===== config.mk =====
export PLATFORM = sky130hd
export DESIGN_NAME = smc_ctrl
export DESIGN_NICKNAME = d
export VERILOG_FILES = /design/src/design/smc_pkg.sv /design/src/design/smc_sync.sv /design/src/design/smc_ctrl.sv
export SDC_FILE = /design/constraint.sdc
export NUM_CORES = 1
export LEC_CHECK = 0
export BUFFER_PORTS_ARGS = -buffer_cell sky130_fd_sc_hd__buf_2
export CORE_MARGIN = 4
export CORE_UTILIZATION = 53
export DETAILED_ROUTE_END_ITERATION = 6
export PLACE_DENSITY_LB_ADDON = 0.3
export SYNTH_ARGS = -nofsm -noshare
export SYNTH_HDL_FRONTEND = slang
export SYNTH_SLANG_ARGS = --single-unit

===== constraint.sdc =====
create_clock -name ref_clk -period 2 [get_ports ref_clk]
set_input_delay 0.3 -clock ref_clk [delete_from_list [all_inputs] [get_ports ref_clk]]
set_output_delay 0.3 -clock ref_clk [all_outputs]
set_load 0.01 [all_outputs]

===== src/design/smc_pkg.sv =====
// Constants shared by the SRAM memory controller
package smc_pkg;

	// Clock period and device timing, picoseconds
	localparam int CLK_PERIOD_PS = 5000;   // 200 MHz reference clock
	localparam int READ_TIME_PS  = 20000;  // Access time from select to data
	localparam int WRITE_TIME_PS = 13800;  // Least write strobe width
	localparam int TURN_TIME_PS  = 5000;   // Bus release after output disable

	// Least times round up to whole cycles
	localparam int READ_CYC  = (READ_TIME_PS + CLK_PERIOD_PS - 1) / CLK_PERIOD_PS;
	localparam int WRITE_CYC = (WRITE_TIME_PS + CLK_PERIOD_PS - 1) / CLK_PERIOD_PS;
	localparam int TURN_CYC  = (TURN_TIME_PS + CLK_PERIOD_PS - 1) / CLK_PERIOD_PS;

	// Pin synchroniser latency: three stages plus agreement register
	localparam int SYNC_LAT_CYC = 4;

	// Cycles that read select is held, including capture margin
	localparam int READ_HOLD_CYC = READ_CYC + SYNC_LAT_CYC + 1;

	// Pin widths
	localparam int ADDR_W = 19;  // Word address
	localparam int DATA_W = 32;  // Data bus

	// Pin levels after reset (deselected, strobes inactive)
	localparam logic RST_CS_N = 1'h1;
	localparam logic RST_CS_HI = 1'h0;
	localparam logic RST_WE_N = 1'h1;
	localparam logic RST_OE_N = 1'h1;

	// Counter width
	localparam int CNT_W = 4;

	// Controller states
	typedef enum logic [1:0] {
		SMC_IDLE = 2'h0,
		SMC_RD   = 2'h1,
		SMC_WR   = 2'h2,
		SMC_TURN = 2'h3
	} smc_state_t;

endpackage


===== src/design/smc_sync.sv =====
// Three-stage pin synchroniser with agreement filter
`timescale 1ns/1ps
module smc_sync #(
	parameter int W = 1
) (
	input  wire logic         ref_clk,
	input  wire logic         rst_n,
	input  wire logic [W-1:0] pin,
	output logic      [W-1:0] sync_out
);

	logic [W-1:0] s1;       // First stage, read only by s2
	logic [W-1:0] s2;       // Second stage
	logic [W-1:0] s3;       // Third stage
	logic [W-1:0] next_out; // Filtered next value

	////////////////////////////////////////////////////////////////
	// Accept a change once stages two and three agree
	always_comb begin
		next_out = sync_out;
		if (s2 == s3) begin
			next_out = s2;
		end
	end

	// Stage registers
	always_ff @(posedge ref_clk or negedge rst_n) begin
		if (!rst_n) begin
			s1       <= '0;
			s2       <= '0;
			s3       <= '0;
			sync_out <= '0;
		end else begin
			s1       <= pin;
			s2       <= s1;
			s3       <= s2;
			sync_out <= next_out;
		end
	end

endmodule


===== src/design/smc_ctrl.sv =====
// External controller driving an asynchronous error-correcting SRAM
//
// Operation
// - Four controls, 19-bit address, 32-bit data
// - Read: selected, strobe high, output enable low
// - Write strobe low means write, bus input
// - Selected, both high: tri-state or function select
`timescale 1ns/1ps
module smc_ctrl
	import smc_pkg::*;
(
	input  wire logic              ref_clk,
	input  wire logic              rst_n,
	// User side
	input  wire logic              scrub_enable,
	input  wire logic              req_valid,
	input  wire logic              req_write,
	input  wire logic [ADDR_W-1:0] req_addr,
	input  wire logic [DATA_W-1:0] req_wdata,
	output logic                   req_ready,
	output logic                   rsp_valid,
	output logic      [DATA_W-1:0] rsp_rdata,
	output logic                   rsp_error,
	// Memory pins
	output logic                   chip_select_n,
	output logic                   chip_select_hi,
	output logic                   write_strobe_n,
	output logic                   output_enable_n,
	output logic      [ADDR_W-1:0] mem_addr,
	output logic      [DATA_W-1:0] dq_out,
	output logic                   dq_oe,
	input  wire logic [DATA_W-1:0] dq_in,
	input  wire logic              bit_error_flag
);

	smc_state_t        state;           // Current state
	smc_state_t        next_state;      // Next state
	logic [CNT_W-1:0]  cnt;             // Cycles left in phase
	logic [CNT_W-1:0]  next_cnt;        // Next count
	logic              next_cs_n;       // Next chip select low-active
	logic              next_cs_hi;      // Next chip select high-active
	logic              next_we_n;       // Next write strobe
	logic              next_oe_n;       // Next output enable
	logic              next_dq_oe;      // Next bus drive
	logic [ADDR_W-1:0] next_addr;       // Next address
	logic [DATA_W-1:0] next_dq_out;     // Next write data
	logic              next_ready;      // Next request ready
	logic              next_rsp_valid;  // Next response pulse
	logic [DATA_W-1:0] next_rdata;      // Next read data
	logic              next_rsp_error;  // Next error status
	logic [DATA_W-1:0] dq_sync;         // Synchronised data bus
	logic              err_sync;        // Synchronised error flag

	////////////////////////////////////////////////////////////////
	// Pin input synchronisers
	smc_sync #(.W(DATA_W)) u_dq_sync (
		.ref_clk  (ref_clk),
		.rst_n    (rst_n),
		.pin      (dq_in),
		.sync_out (dq_sync)
	);

	smc_sync #(.W(1)) u_err_sync (
		.ref_clk  (ref_clk),
		.rst_n    (rst_n),
		.pin      (bit_error_flag),
		.sync_out (err_sync)
	);

	////////////////////////////////////////////////////////////////
	// Sequencer next values
	always_comb begin
		next_state     = state;
		next_cnt       = cnt;
		next_cs_n      = chip_select_n;
		next_cs_hi     = chip_select_hi;
		next_we_n      = write_strobe_n;
		next_oe_n      = output_enable_n;
		next_dq_oe     = dq_oe;
		next_addr      = mem_addr;
		next_dq_out    = dq_out;
		next_rsp_valid = 1'h0;
		next_rdata     = rsp_rdata;
		next_rsp_error = rsp_error;
		case (state)
			SMC_IDLE: begin
				// Standby choice, output enable kept high
				next_cs_n  = ~scrub_enable;
				next_cs_hi = 1'h0;
				next_we_n  = 1'h1;
				next_oe_n  = 1'h1;
				next_dq_oe = 1'h0;
				if (req_valid) begin
					next_addr = req_addr;
					next_cs_n  = 1'h0;
					next_cs_hi = 1'h1;
					if (req_write) begin
						// Strobe low selects write, bus driven
						next_we_n   = 1'h0;
						next_dq_oe  = 1'h1;
						next_dq_out = req_wdata;
						next_cnt    = CNT_W'(WRITE_CYC - 1);
						next_state  = SMC_WR;
					end else begin
						// Strobe high, output enable low
						next_oe_n  = 1'h0;
						next_cnt   = CNT_W'(READ_HOLD_CYC - 1);
						next_state = SMC_RD;
					end
				end
			end
			SMC_RD: begin
				if (cnt == '0) begin
					// Deselect and disable together, never selected idle
					next_cs_n      = 1'h1;
					next_cs_hi     = 1'h0;
					next_oe_n      = 1'h1;
					next_rdata     = dq_sync;
					next_rsp_error = err_sync;
					next_rsp_valid = 1'h1;
					next_cnt       = CNT_W'(TURN_CYC - 1);
					next_state     = SMC_TURN;
				end else begin
					next_cnt = cnt - CNT_W'(1);
				end
			end
			SMC_WR: begin
				if (cnt == '0) begin
					// End write by deselect; data held one more cycle
					next_cs_n  = 1'h1;
					next_cs_hi = 1'h0;
					next_we_n  = 1'h1;
					next_cnt   = CNT_W'(TURN_CYC - 1);
					next_state = SMC_TURN;
				end else begin
					next_cnt = cnt - CNT_W'(1);
				end
			end
			SMC_TURN: begin
				// Bus released before next access
				next_dq_oe = 1'h0;
				if (cnt == '0) begin
					next_state = SMC_IDLE;
				end else begin
					next_cnt = cnt - CNT_W'(1);
				end
			end
			default: begin
				next_state = SMC_IDLE;
			end
		endcase
		next_ready = (next_state == SMC_IDLE);
	end

	// Sequencer registers
	always_ff @(posedge ref_clk or negedge rst_n) begin
		if (!rst_n) begin
			state           <= SMC_IDLE;
			cnt             <= '0;
			chip_select_n   <= RST_CS_N;
			chip_select_hi  <= RST_CS_HI;
			write_strobe_n  <= RST_WE_N;
			output_enable_n <= RST_OE_N;
			dq_oe           <= 1'h0;
			mem_addr        <= '0;
			dq_out          <= '0;
			req_ready       <= 1'h0;
			rsp_valid       <= 1'h0;
			rsp_rdata       <= '0;
			rsp_error       <= 1'h0;
		end else begin
			state           <= next_state;
			cnt             <= next_cnt;
			chip_select_n   <= next_cs_n;
			chip_select_hi  <= next_cs_hi;
			write_strobe_n  <= next_we_n;
			output_enable_n <= next_oe_n;
			dq_oe           <= next_dq_oe;
			mem_addr        <= next_addr;
			dq_out          <= next_dq_out;
			req_ready       <= next_ready;
			rsp_valid       <= next_rsp_valid;
			rsp_rdata       <= next_rdata;
			rsp_error       <= next_rsp_error;
		end
	end

	////////////////////////////////////////////////////////////////
	// Checks
	logic [CNT_W-1:0] oe_low_cnt;       // Consecutive output enable low cycles
	logic [CNT_W-1:0] next_oe_low_cnt;  // Next low-cycle count

	// Count output enable low cycles, cleared once it is high
	always_comb begin
		next_oe_low_cnt = '0;
		if (!output_enable_n) begin
			next_oe_low_cnt = oe_low_cnt + CNT_W'(1);
		end
	end

	// Low-cycle counter register
	always_ff @(posedge ref_clk or negedge rst_n) begin
		if (!rst_n) begin
			oe_low_cnt <= '0;
		end else begin
			oe_low_cnt <= next_oe_low_cnt;
		end
	end

	logic selected;  // Device in active mode
	assign selected = !chip_select_n && chip_select_hi;
endmodule


Word-level counts from Yosys, hierarchy flattened --
Cells that the tools add are included. Widths: inputs -> output; s select.
Storage, ports and cells: register bits after elaboration 229, bits in latches 0, memory bits (writable) 0, bits in read-only memories 0, input port bits 89, output and inout bits 91, logic and storage cells 74, memories kept 0
Operators by class: add/sub/neg operators 1, multipliers 0, divide/modulo/power cells 0, order comparisons 0, equality and inequality tests 10, shift-type cells 0, muxes and demuxes 26, bitwise operators 1, reduce and logical (&&, ||, !) cells 15
Operator list (number):
- $eq 32x32->1 | 1
- $mux 4 | 4
- $pmux 4 s3 | 1
- $reduce_and 2->1 | 6
- $mux 1 | 11
- $pmux 1 s2 | 5
- $mux 2 | 4
- $ne 2x2->1 const B | 4
- $reduce_bool 2->1 | 4
- $pmux 2 s3 | 1
- $eq 2x2->1 const B | 2
- $logic_not 2->1 | 2
- $logic_not 4->1 | 1
- $sub 4x1->4 const B | 1
- $reduce_and 3->1 | 1
- $eq 2x1->1 const B | 1
- $ne 2x1->1 const B | 1
- $reduce_or 2->1 | 1
- $eq 1x1->1 | 1
- $not 1->1 | 1

Logic depth before layout (Yosys ltp) --
Gate-level depths: netlist (run 1).
depth after elaboration 4, gate-level depth with buffers 8, depth with buffers taken out 7

Hierarchy --
Synthesis (run 1) repeated with hierarchy kept, for this count alone.
Second synthesis, totals: cells, all modules 462, area, all modules 8202.9 um^2
Modules (own cells, without submodules):
- smc_sync at u_dq_sync | instances 1, cells an instance 206, area an instance 4071.4 um^2, sequential area each 3203.1 um^2
- smc_ctrl | instances 1, cells an instance 251, area an instance 4020.1 um^2, sequential area each 2431.1 um^2
- smc_sync at u_err_sync | instances 1, cells an instance 5, area an instance 111.4 um^2, sequential area each 100.1 um^2

Least setup slack after synthesis (run 1) --
Ideal clock, no wire load.
kind reg2reg, start register cnt[0], end register rsp_rdata[10], library setup time 0.125 ns, data arrival time 1.703 ns, data required time 1.875 ns, path slack 0.173 ns, cell stages (with the launch flop) 8, buffers on the path 2, period minus slack after synthesis 1.827 ns, cell sequence dfrtp_1 inv_1 ha_1 nor3b_2 and2_1 buf_2 buf_4 mux2_2
Between the ends: longest elaborated chain between the ends 2
Ends and longest elaborated chain:
- start: declaration | RTL line smc_ctrl.sv:38 | logic [CNT_W-1:0] cnt;
- start signal: assignment | RTL line smc_ctrl.sv:173 | cnt <= next_cnt;
- $logic_not 4->1 | RTL line smc_ctrl.sv:113 | if (cnt == '0) begin
- $reduce_and 2->1 (no source line)
- end signal: assignment | RTL line smc_ctrl.sv:183 | rsp_rdata <= next_rdata;
- end: declaration | RTL line smc_ctrl.sv:22 | output logic [DATA_W-1:0] rsp_rdata,
No other way between the ends. A chain may end at the register's enable or synchronous reset.

Worst setup path after layout (run 1) --
start register cnt[0], end register state[1]
Between the ends: longest elaborated chain between the ends 3, elaborated cells between the ends (all ways) 4, classes of those cells mux: 3; reduce/logical: 1
Ends and longest elaborated chain:
- $logic_not 4->1 (*) | RTL line smc_ctrl.sv:113, smc_ctrl.sv:128, smc_ctrl.sv:142
- $mux 2, on equally long branches | RTL line smc_ctrl.sv:142, smc_ctrl.sv:113, smc_ctrl.sv:128
- $pmux 2 s3 (*) | RTL line smc_ctrl.sv:85 | case (state)
- named net next_state[1] | RTL line smc_ctrl.sv:37 | smc_state_t next_state;
- end signal: assignment | RTL line smc_ctrl.sv:172 | state <= next_state;
- end: declaration | RTL line smc_ctrl.sv:36 | smc_state_t state;
The timed path passes the listed nets; every way through them passes the cells marked *.

==> results_dict.tcl, run 1 <==
set metrics [dict create \
    port_buffers 179 \
    design.die.area_um2 17160 \
    syn_to_final_growth_pct 29.34 \
    synth-async-reset-ratio_pct 100.0 \
    grt_usage_pct 18.63 \
    yosysWarnings 0 \
    syn_nets 565 \
    cts_tree "built" \
    synthDistinctLibCells 34 \
    vias 4597 \
    num_antenna_cells 0 \
    max_stage_delay_ps 470 \
    relSlewSlack_pct 71.52 \
    start_util_pct 54.56 \
    hp-class "primary input to register" \
    ys_seq_area_share_pct 71.50 \
    crit_required_ps 2360 \
    postCtsSetupRepairBufs 0 \
    cts.clk_slew.worst_paths_ps 60 \
    fillers 968 \
    syn_area_per_cell_um2 17.06 \
    synth_area_leaders "dfrtp_1, mux2_2, mux2_4, xnor2_1, dfstp_2" \
    rsz0062_at_grt "false" \
    p_leak_nw 5.176 \
    clock-sinks 229 \
    grt_max_degree 64 \
    clock_tree.root_cell "clkbuf_16" \
    finalCritPeriodShare_pct 93.22 \
    tns_ps 0 \
    hold_violations 0 \
    wl_mm 15.75 \
    setup_viol 0 \
    fin_skew_ps 8.397 \
    syn_area_um2 8020 \
    path_cells "inv_1 -> ha_1 -> or3b_1 -> a211oi_1 -> nor3_1" \
    cts_buffers 23 \
    drt-pass1-iter-count 4 \
    ant_nets 0 \
    path_buf_inv 1 \
    drt-wirelength-per-cell_um 17.43 \
    overflow 0 \
    nNetsFinal 801 \
    place_congestion 0.8222 \
    seq_area_um2 5734 \
    critPathArrivalTime_ps 2220 \
    die_h_um 131.0 \
    drv_slew 0 \
    antenna_found_initial 0 \
    first_global_vias 5042 \
    synth-edff-count 0 \
    path_max_fanout 6 \
    tightest_slew_ps 424.6 \
    yosysTopAreaCell "dfrtp_1" \
    critPathLaunchType "register" \
    ys_ff_latch 229 \
    crit_slowest_cell "or3b_1" \
    die_w_um 131.0 \
    rows 44 \
    synth_top_area_share_pct 70.51 \
    yosysMostFrequentCell "dfrtp_1" \
    synth_common_cells "dfrtp_1, mux2_2, xnor2_1, mux2_4, nand2_1" \
    synth_cells 470 \
    clkLatencyLatePin_ps 490 \
    drt_iter0_markers 170 \
    path_class "register to register" \
    min_period_ps 1864 \
    fin_util_pct 70.57 \
    peakVddDrop_v 0.0009778 \
    critical_path.top_delay_family "simple AND/OR/NAND/NOR gates" \
    cap_violations 0 \
    cp-end-kind "register" \
    power_density_nw_per_um2 1272 \
    cts_max_level 1 \
    place_inst 831 \
    clock.fmax_mhz 536.3 \
    grt_pass1_wl_mm 25.23 \
    stdcell_count 904 \
    pin_count 180 \
    remaining_drc_errors 0 \
    via_per_inst 5.085 \
    fp.coreArea_um2 14700 \
    drive_gt1_share_pct 49.17 \
    cts_buffer_depth 3 \
    synthFlopType "dfrtp_1" \
    multiInputGateArea_um2 2166 \
    dpl.hpwl_mm 10.63 \
    status "finished clean" \
]
## stage by stage
step                      worst slack (ps)  power (mW)  hold WS, ps  instance area, um2
after floorplan                      172.5       7.636        4.409                8020
after global placement               149.0       8.772        246.3                9248
after detailed placement             115.6       8.908        251.8                9248
after CTS                            80.69       13.36        18.25               10370
after global routing                 3.597       13.92        23.28               10370
final                                135.5       13.20        41.55               10370
## power breakdown
part	switching, mW	leakage (nW)	internal [mW]
registers	0.443	2.84	5.43
clock network	1.65	0.389	2.68
logic	1.51	1.95	1.49
## cell usage in the layout, fill, tap and decap left out, types with 2 or more instances in the layout
master | Yosys | final
dfrtp_1 | 226 | 226
buf_2 | 4 | 178
mux2_2 | 86 | 86
dlygate4sd3_1 | 0 | 34
xnor2_1 | 33 | 33
mux2_4 | 30 | 30
clkbuf_16 | 0 | 23
nand2_1 | 10 | 10
o21ai_0 | 9 | 9
clkbuf_8 | 0 | 9
nand4_1 | 8 | 8
inv_1 | 7 | 7
a21oi_1 | 7 | 7
buf_12 | 0 | 7
ha_1 | 6 | 6
buf_4 | 3 | 6
nor2_1 | 5 | 5
dfstp_2 | 3 | 3
clkinv_2 | 0 | 3
nand2b_1 | 2 | 2
nor3_1 | 2 | 2
nand3_1 | 2 | 2
o31ai_1 | 2 | 2
nor4_2 | 2 | 2
o22ai_1 | 2 | 2
bufinv_16 | 0 | 2
## sequential cells by signal, summed over array words and instances, names as in the netlist, 2 cells and up
register            count
u_dq_sync.sync_out     32
dq_out                 32
mem_addr               19
u_dq_sync.s1           32
state                   2
u_dq_sync.s3           32
rsp_rdata              32
cnt                     4
u_dq_sync.s2           32
## what timing repair did
| item | in CTS | in global routing |
|---|---|---|
| gates resized for setup | 0 | 0 |
| hold buffers | 34 | 0 |
| endpoints found under the hold margin | 86 | 0 |
## routing by layer
layer	wire length (um)	GRT usage, %
met5	0	0
met2	7819	31.27
met3	1198	5.650
met1	6480	24.25
met4	256	3.932
## worst register-to-register path: stages, from the launching register on
cell and delay, ps:
dfrtp_1 420, inv_1 110, ha_1 180, or3b_1 470
a211oi_1 460, nor3_1 100
## path summary, 6_finish.rpt
| kind | end | slack, ps | cells after the start | startpoint |
|---|---|---|---|---|
| max | state[1] | 140 | 5 | cnt[0] |
| min in group asynchronous | rsp_rdata[19] | 330 | 2 | rst_n |
| max in group asynchronous | u_dq_sync.sync_out[16] | 990 | 3 | rst_n |
| min reg2reg | u_dq_sync.s2[7] | 350 | 0 | u_dq_sync.s1[7] |
| min | dq_out[16] | 40 | 2 | req_wdata[16] |
| max reg2reg | state[1] | 140 | 5 | cnt[0] |
## kinds of logic after synthesis
group           count (synthesis)  share of synthesized area (%)
mux                           116                          17.69
buf+inv                        22                          1.513
flops                         229                          71.50
simple gates                   37                          2.652
xor+xnor                       33                          3.604
fa+ha+maj                       7                          1.061
compound gates                 26                          1.981
## area by class of cell
class / count / share of cell area [%]
clock buffer: 33 / 6.778
clock inverter: 6 / 0.7960
inverter: 7 / 0.2533
multi-input combinational: 219 / 20.88
sequential: 229 / 55.28
tap: 184 / 2.219
timing repair buffer: 226 / 13.80
No activity file was read; power rests on OpenSTA's default activity.
==> run 2, diff against run 1 <==
--- a/config.mk
+++ b/config.mk
@@ -9,7 +9,7 @@
 export CORE_MARGIN = 4
 export CORE_UTILIZATION = 53
 export DETAILED_ROUTE_END_ITERATION = 6
-export PLACE_DENSITY_LB_ADDON = 0.3
+export PLACE_DENSITY = 0.78
 export SYNTH_ARGS = -nofsm -noshare
 export SYNTH_HDL_FRONTEND = slang
 export SYNTH_SLANG_ARGS = --single-unit
==> results_dict.tcl, run 2 (synthesis results as in run 1) <==
set metrics [dict create \
    min_period_ps 1875 \
    setup_viol 0 \
    via_per_inst 5.016 \
    tightest_slew_ps 545.2 \
    wl_mm 15.93 \
    grt_usage_pct 19.06 \
    path_class "register to register" \
    die_w_um 131.0 \
    antenna_found_initial 0 \
    clkLatencyLatePin_ps 500 \
    clock_tree.root_cell "clkbuf_16" \
    fp.coreArea_um2 14700 \
    drt-wirelength-per-cell_um 17.48 \
    rsz0062_at_grt "false" \
    dpl.hpwl_mm 10.86 \
    rr_worst_depth 6 \
    cts_max_level 1 \
    pin_count 180 \
    port_buffers 179 \
    power_density_nw_per_um2 1287 \
    layout_common_cells "dfrtp_1, buf_2, mux2_2" \
    critPathArrivalTime_ps 2250 \
    cp-end-kind "register" \
    p_leak_nw 5.206 \
    num_antenna_cells 0 \
    nNetsFinal 804 \
    clock-sinks 229 \
    pre_cts_ws_ps 73.82 \
    hold_violations 0 \
    cts.clk_slew.worst_paths_ps 60 \
    crit_required_ps 2370 \
    clock.fmax_mhz 533.4 \
    fin_skew_ps 12.87 \
    vias 4570 \
    start_util_pct 54.56 \
    rows 44 \
    cts_tree "built" \
    cap_violations 0 \
    rrSetupSlack_ps 130 \
    drt_iter0_markers 233 \
    drv_slew 0 \
    final_common_cell "dfrtp_1" \
    drive_gt1_share_pct 49.38 \
    p_total_mw 13.40 \
    peakVddDrop_v 0.0009265 \
    critPathLaunchType "register" \
    cts_buffer_depth 3 \
    hp-class "primary input to register" \
    place_congestion 0.8019 \
    first_global_vias 5030 \
    min_path_cells 2 \
    cts_buffers 24 \
    grt_pass1_wl_mm 25.74 \
    timing.hold.ws_ps 32.47 \
    overflow 0 \
    status "finished clean" \
    ctsResizeCount 0 \
    grt_max_degree 73 \
    drt-pass1-iter-count 4 \
    fillers 955 \
    finalCritPeriodShare_pct 93.73 \
    design.die.area_um2 17160 \
    tns_ps 0 \
    ant_nets 0 \
    syn_to_final_growth_pct 29.89 \
    relSlewSlack_pct 63.66 \
    fin_ws_ps 125.4 \
    remaining_drc_errors 0 \
    die_h_um 131.0 \
    path_max_fanout 8 \
]
run 2: critical path, stage by stage (launching register included):
cell and delay [ps]:
dfrtp_1 410, xnor2_1 170, nand4_1 170, nor4_2 370, nand2_2 120, buf_4 210
mux2_4 310
run 2: power breakdown:
| group | switching [mW] | internal (mW) | leakage [nW] |
|---|---|---|---|
| combinational | 1.53 | 1.49 | 1.95 |
| sequential | 0.450 | 5.43 | 2.84 |
| clock | 1.73 | 2.77 | 0.415 |
run 2: routing by layer:
metal  wire length (um)  track usage (%)  up-vias  share of wire [%]
li1                   -                -     2103                  -
met1               6585            24.80     2273                 41
met2               7664            31.57      169                 48
met5                  0                0        -                  0
met4                328            4.174        0                2.1
met3               1348            6.260       25                8.5
run 2: final cells by class:
class	count	area, um2	share of cell area (%)
multi-input cells	219	2166	20.79
clock buffers	34	719.4	6.906
clock inverters	10	107.6	1.033
repair buffers	228	1434	13.76
flip-flops and latches	229	5734	55.04
inverters	7	26.28	0.2522
well taps	184	230.2	2.210
run 2: through the flow:
stage	cell area, um2	std cells	utilization [%]
6_report	10420	911	70.87
5_1_grt	10420	911	70.87
4_1_cts	10420	911	70.87
3_5_place_dp	9250	833	62.93
3_3_place_gp	9250	833	62.93
2_1_floorplan	8020	470	-
run 2: path summary, 6_finish.rpt:
check | startpoint | endpoint
worst min register to register | u_dq_sync.s1[17] | u_dq_sync.s2[17]
worst min-delay path | req_wdata[16] | dq_out[16]
min in group asynchronous | rst_n | rsp_rdata[8]
worst max register to register | u_dq_sync.s2[14] | u_dq_sync.sync_out[1]
worst max-delay path | u_dq_sync.s2[14] | u_dq_sync.sync_out[1]
max in group asynchronous | rst_n | output_enable_n
run 2: repair_timing:
item | CTS | global route
endpoints found under the hold margin | 97 | 0
buffers inserted | 0 | 0
hold buffers | 34 | 0
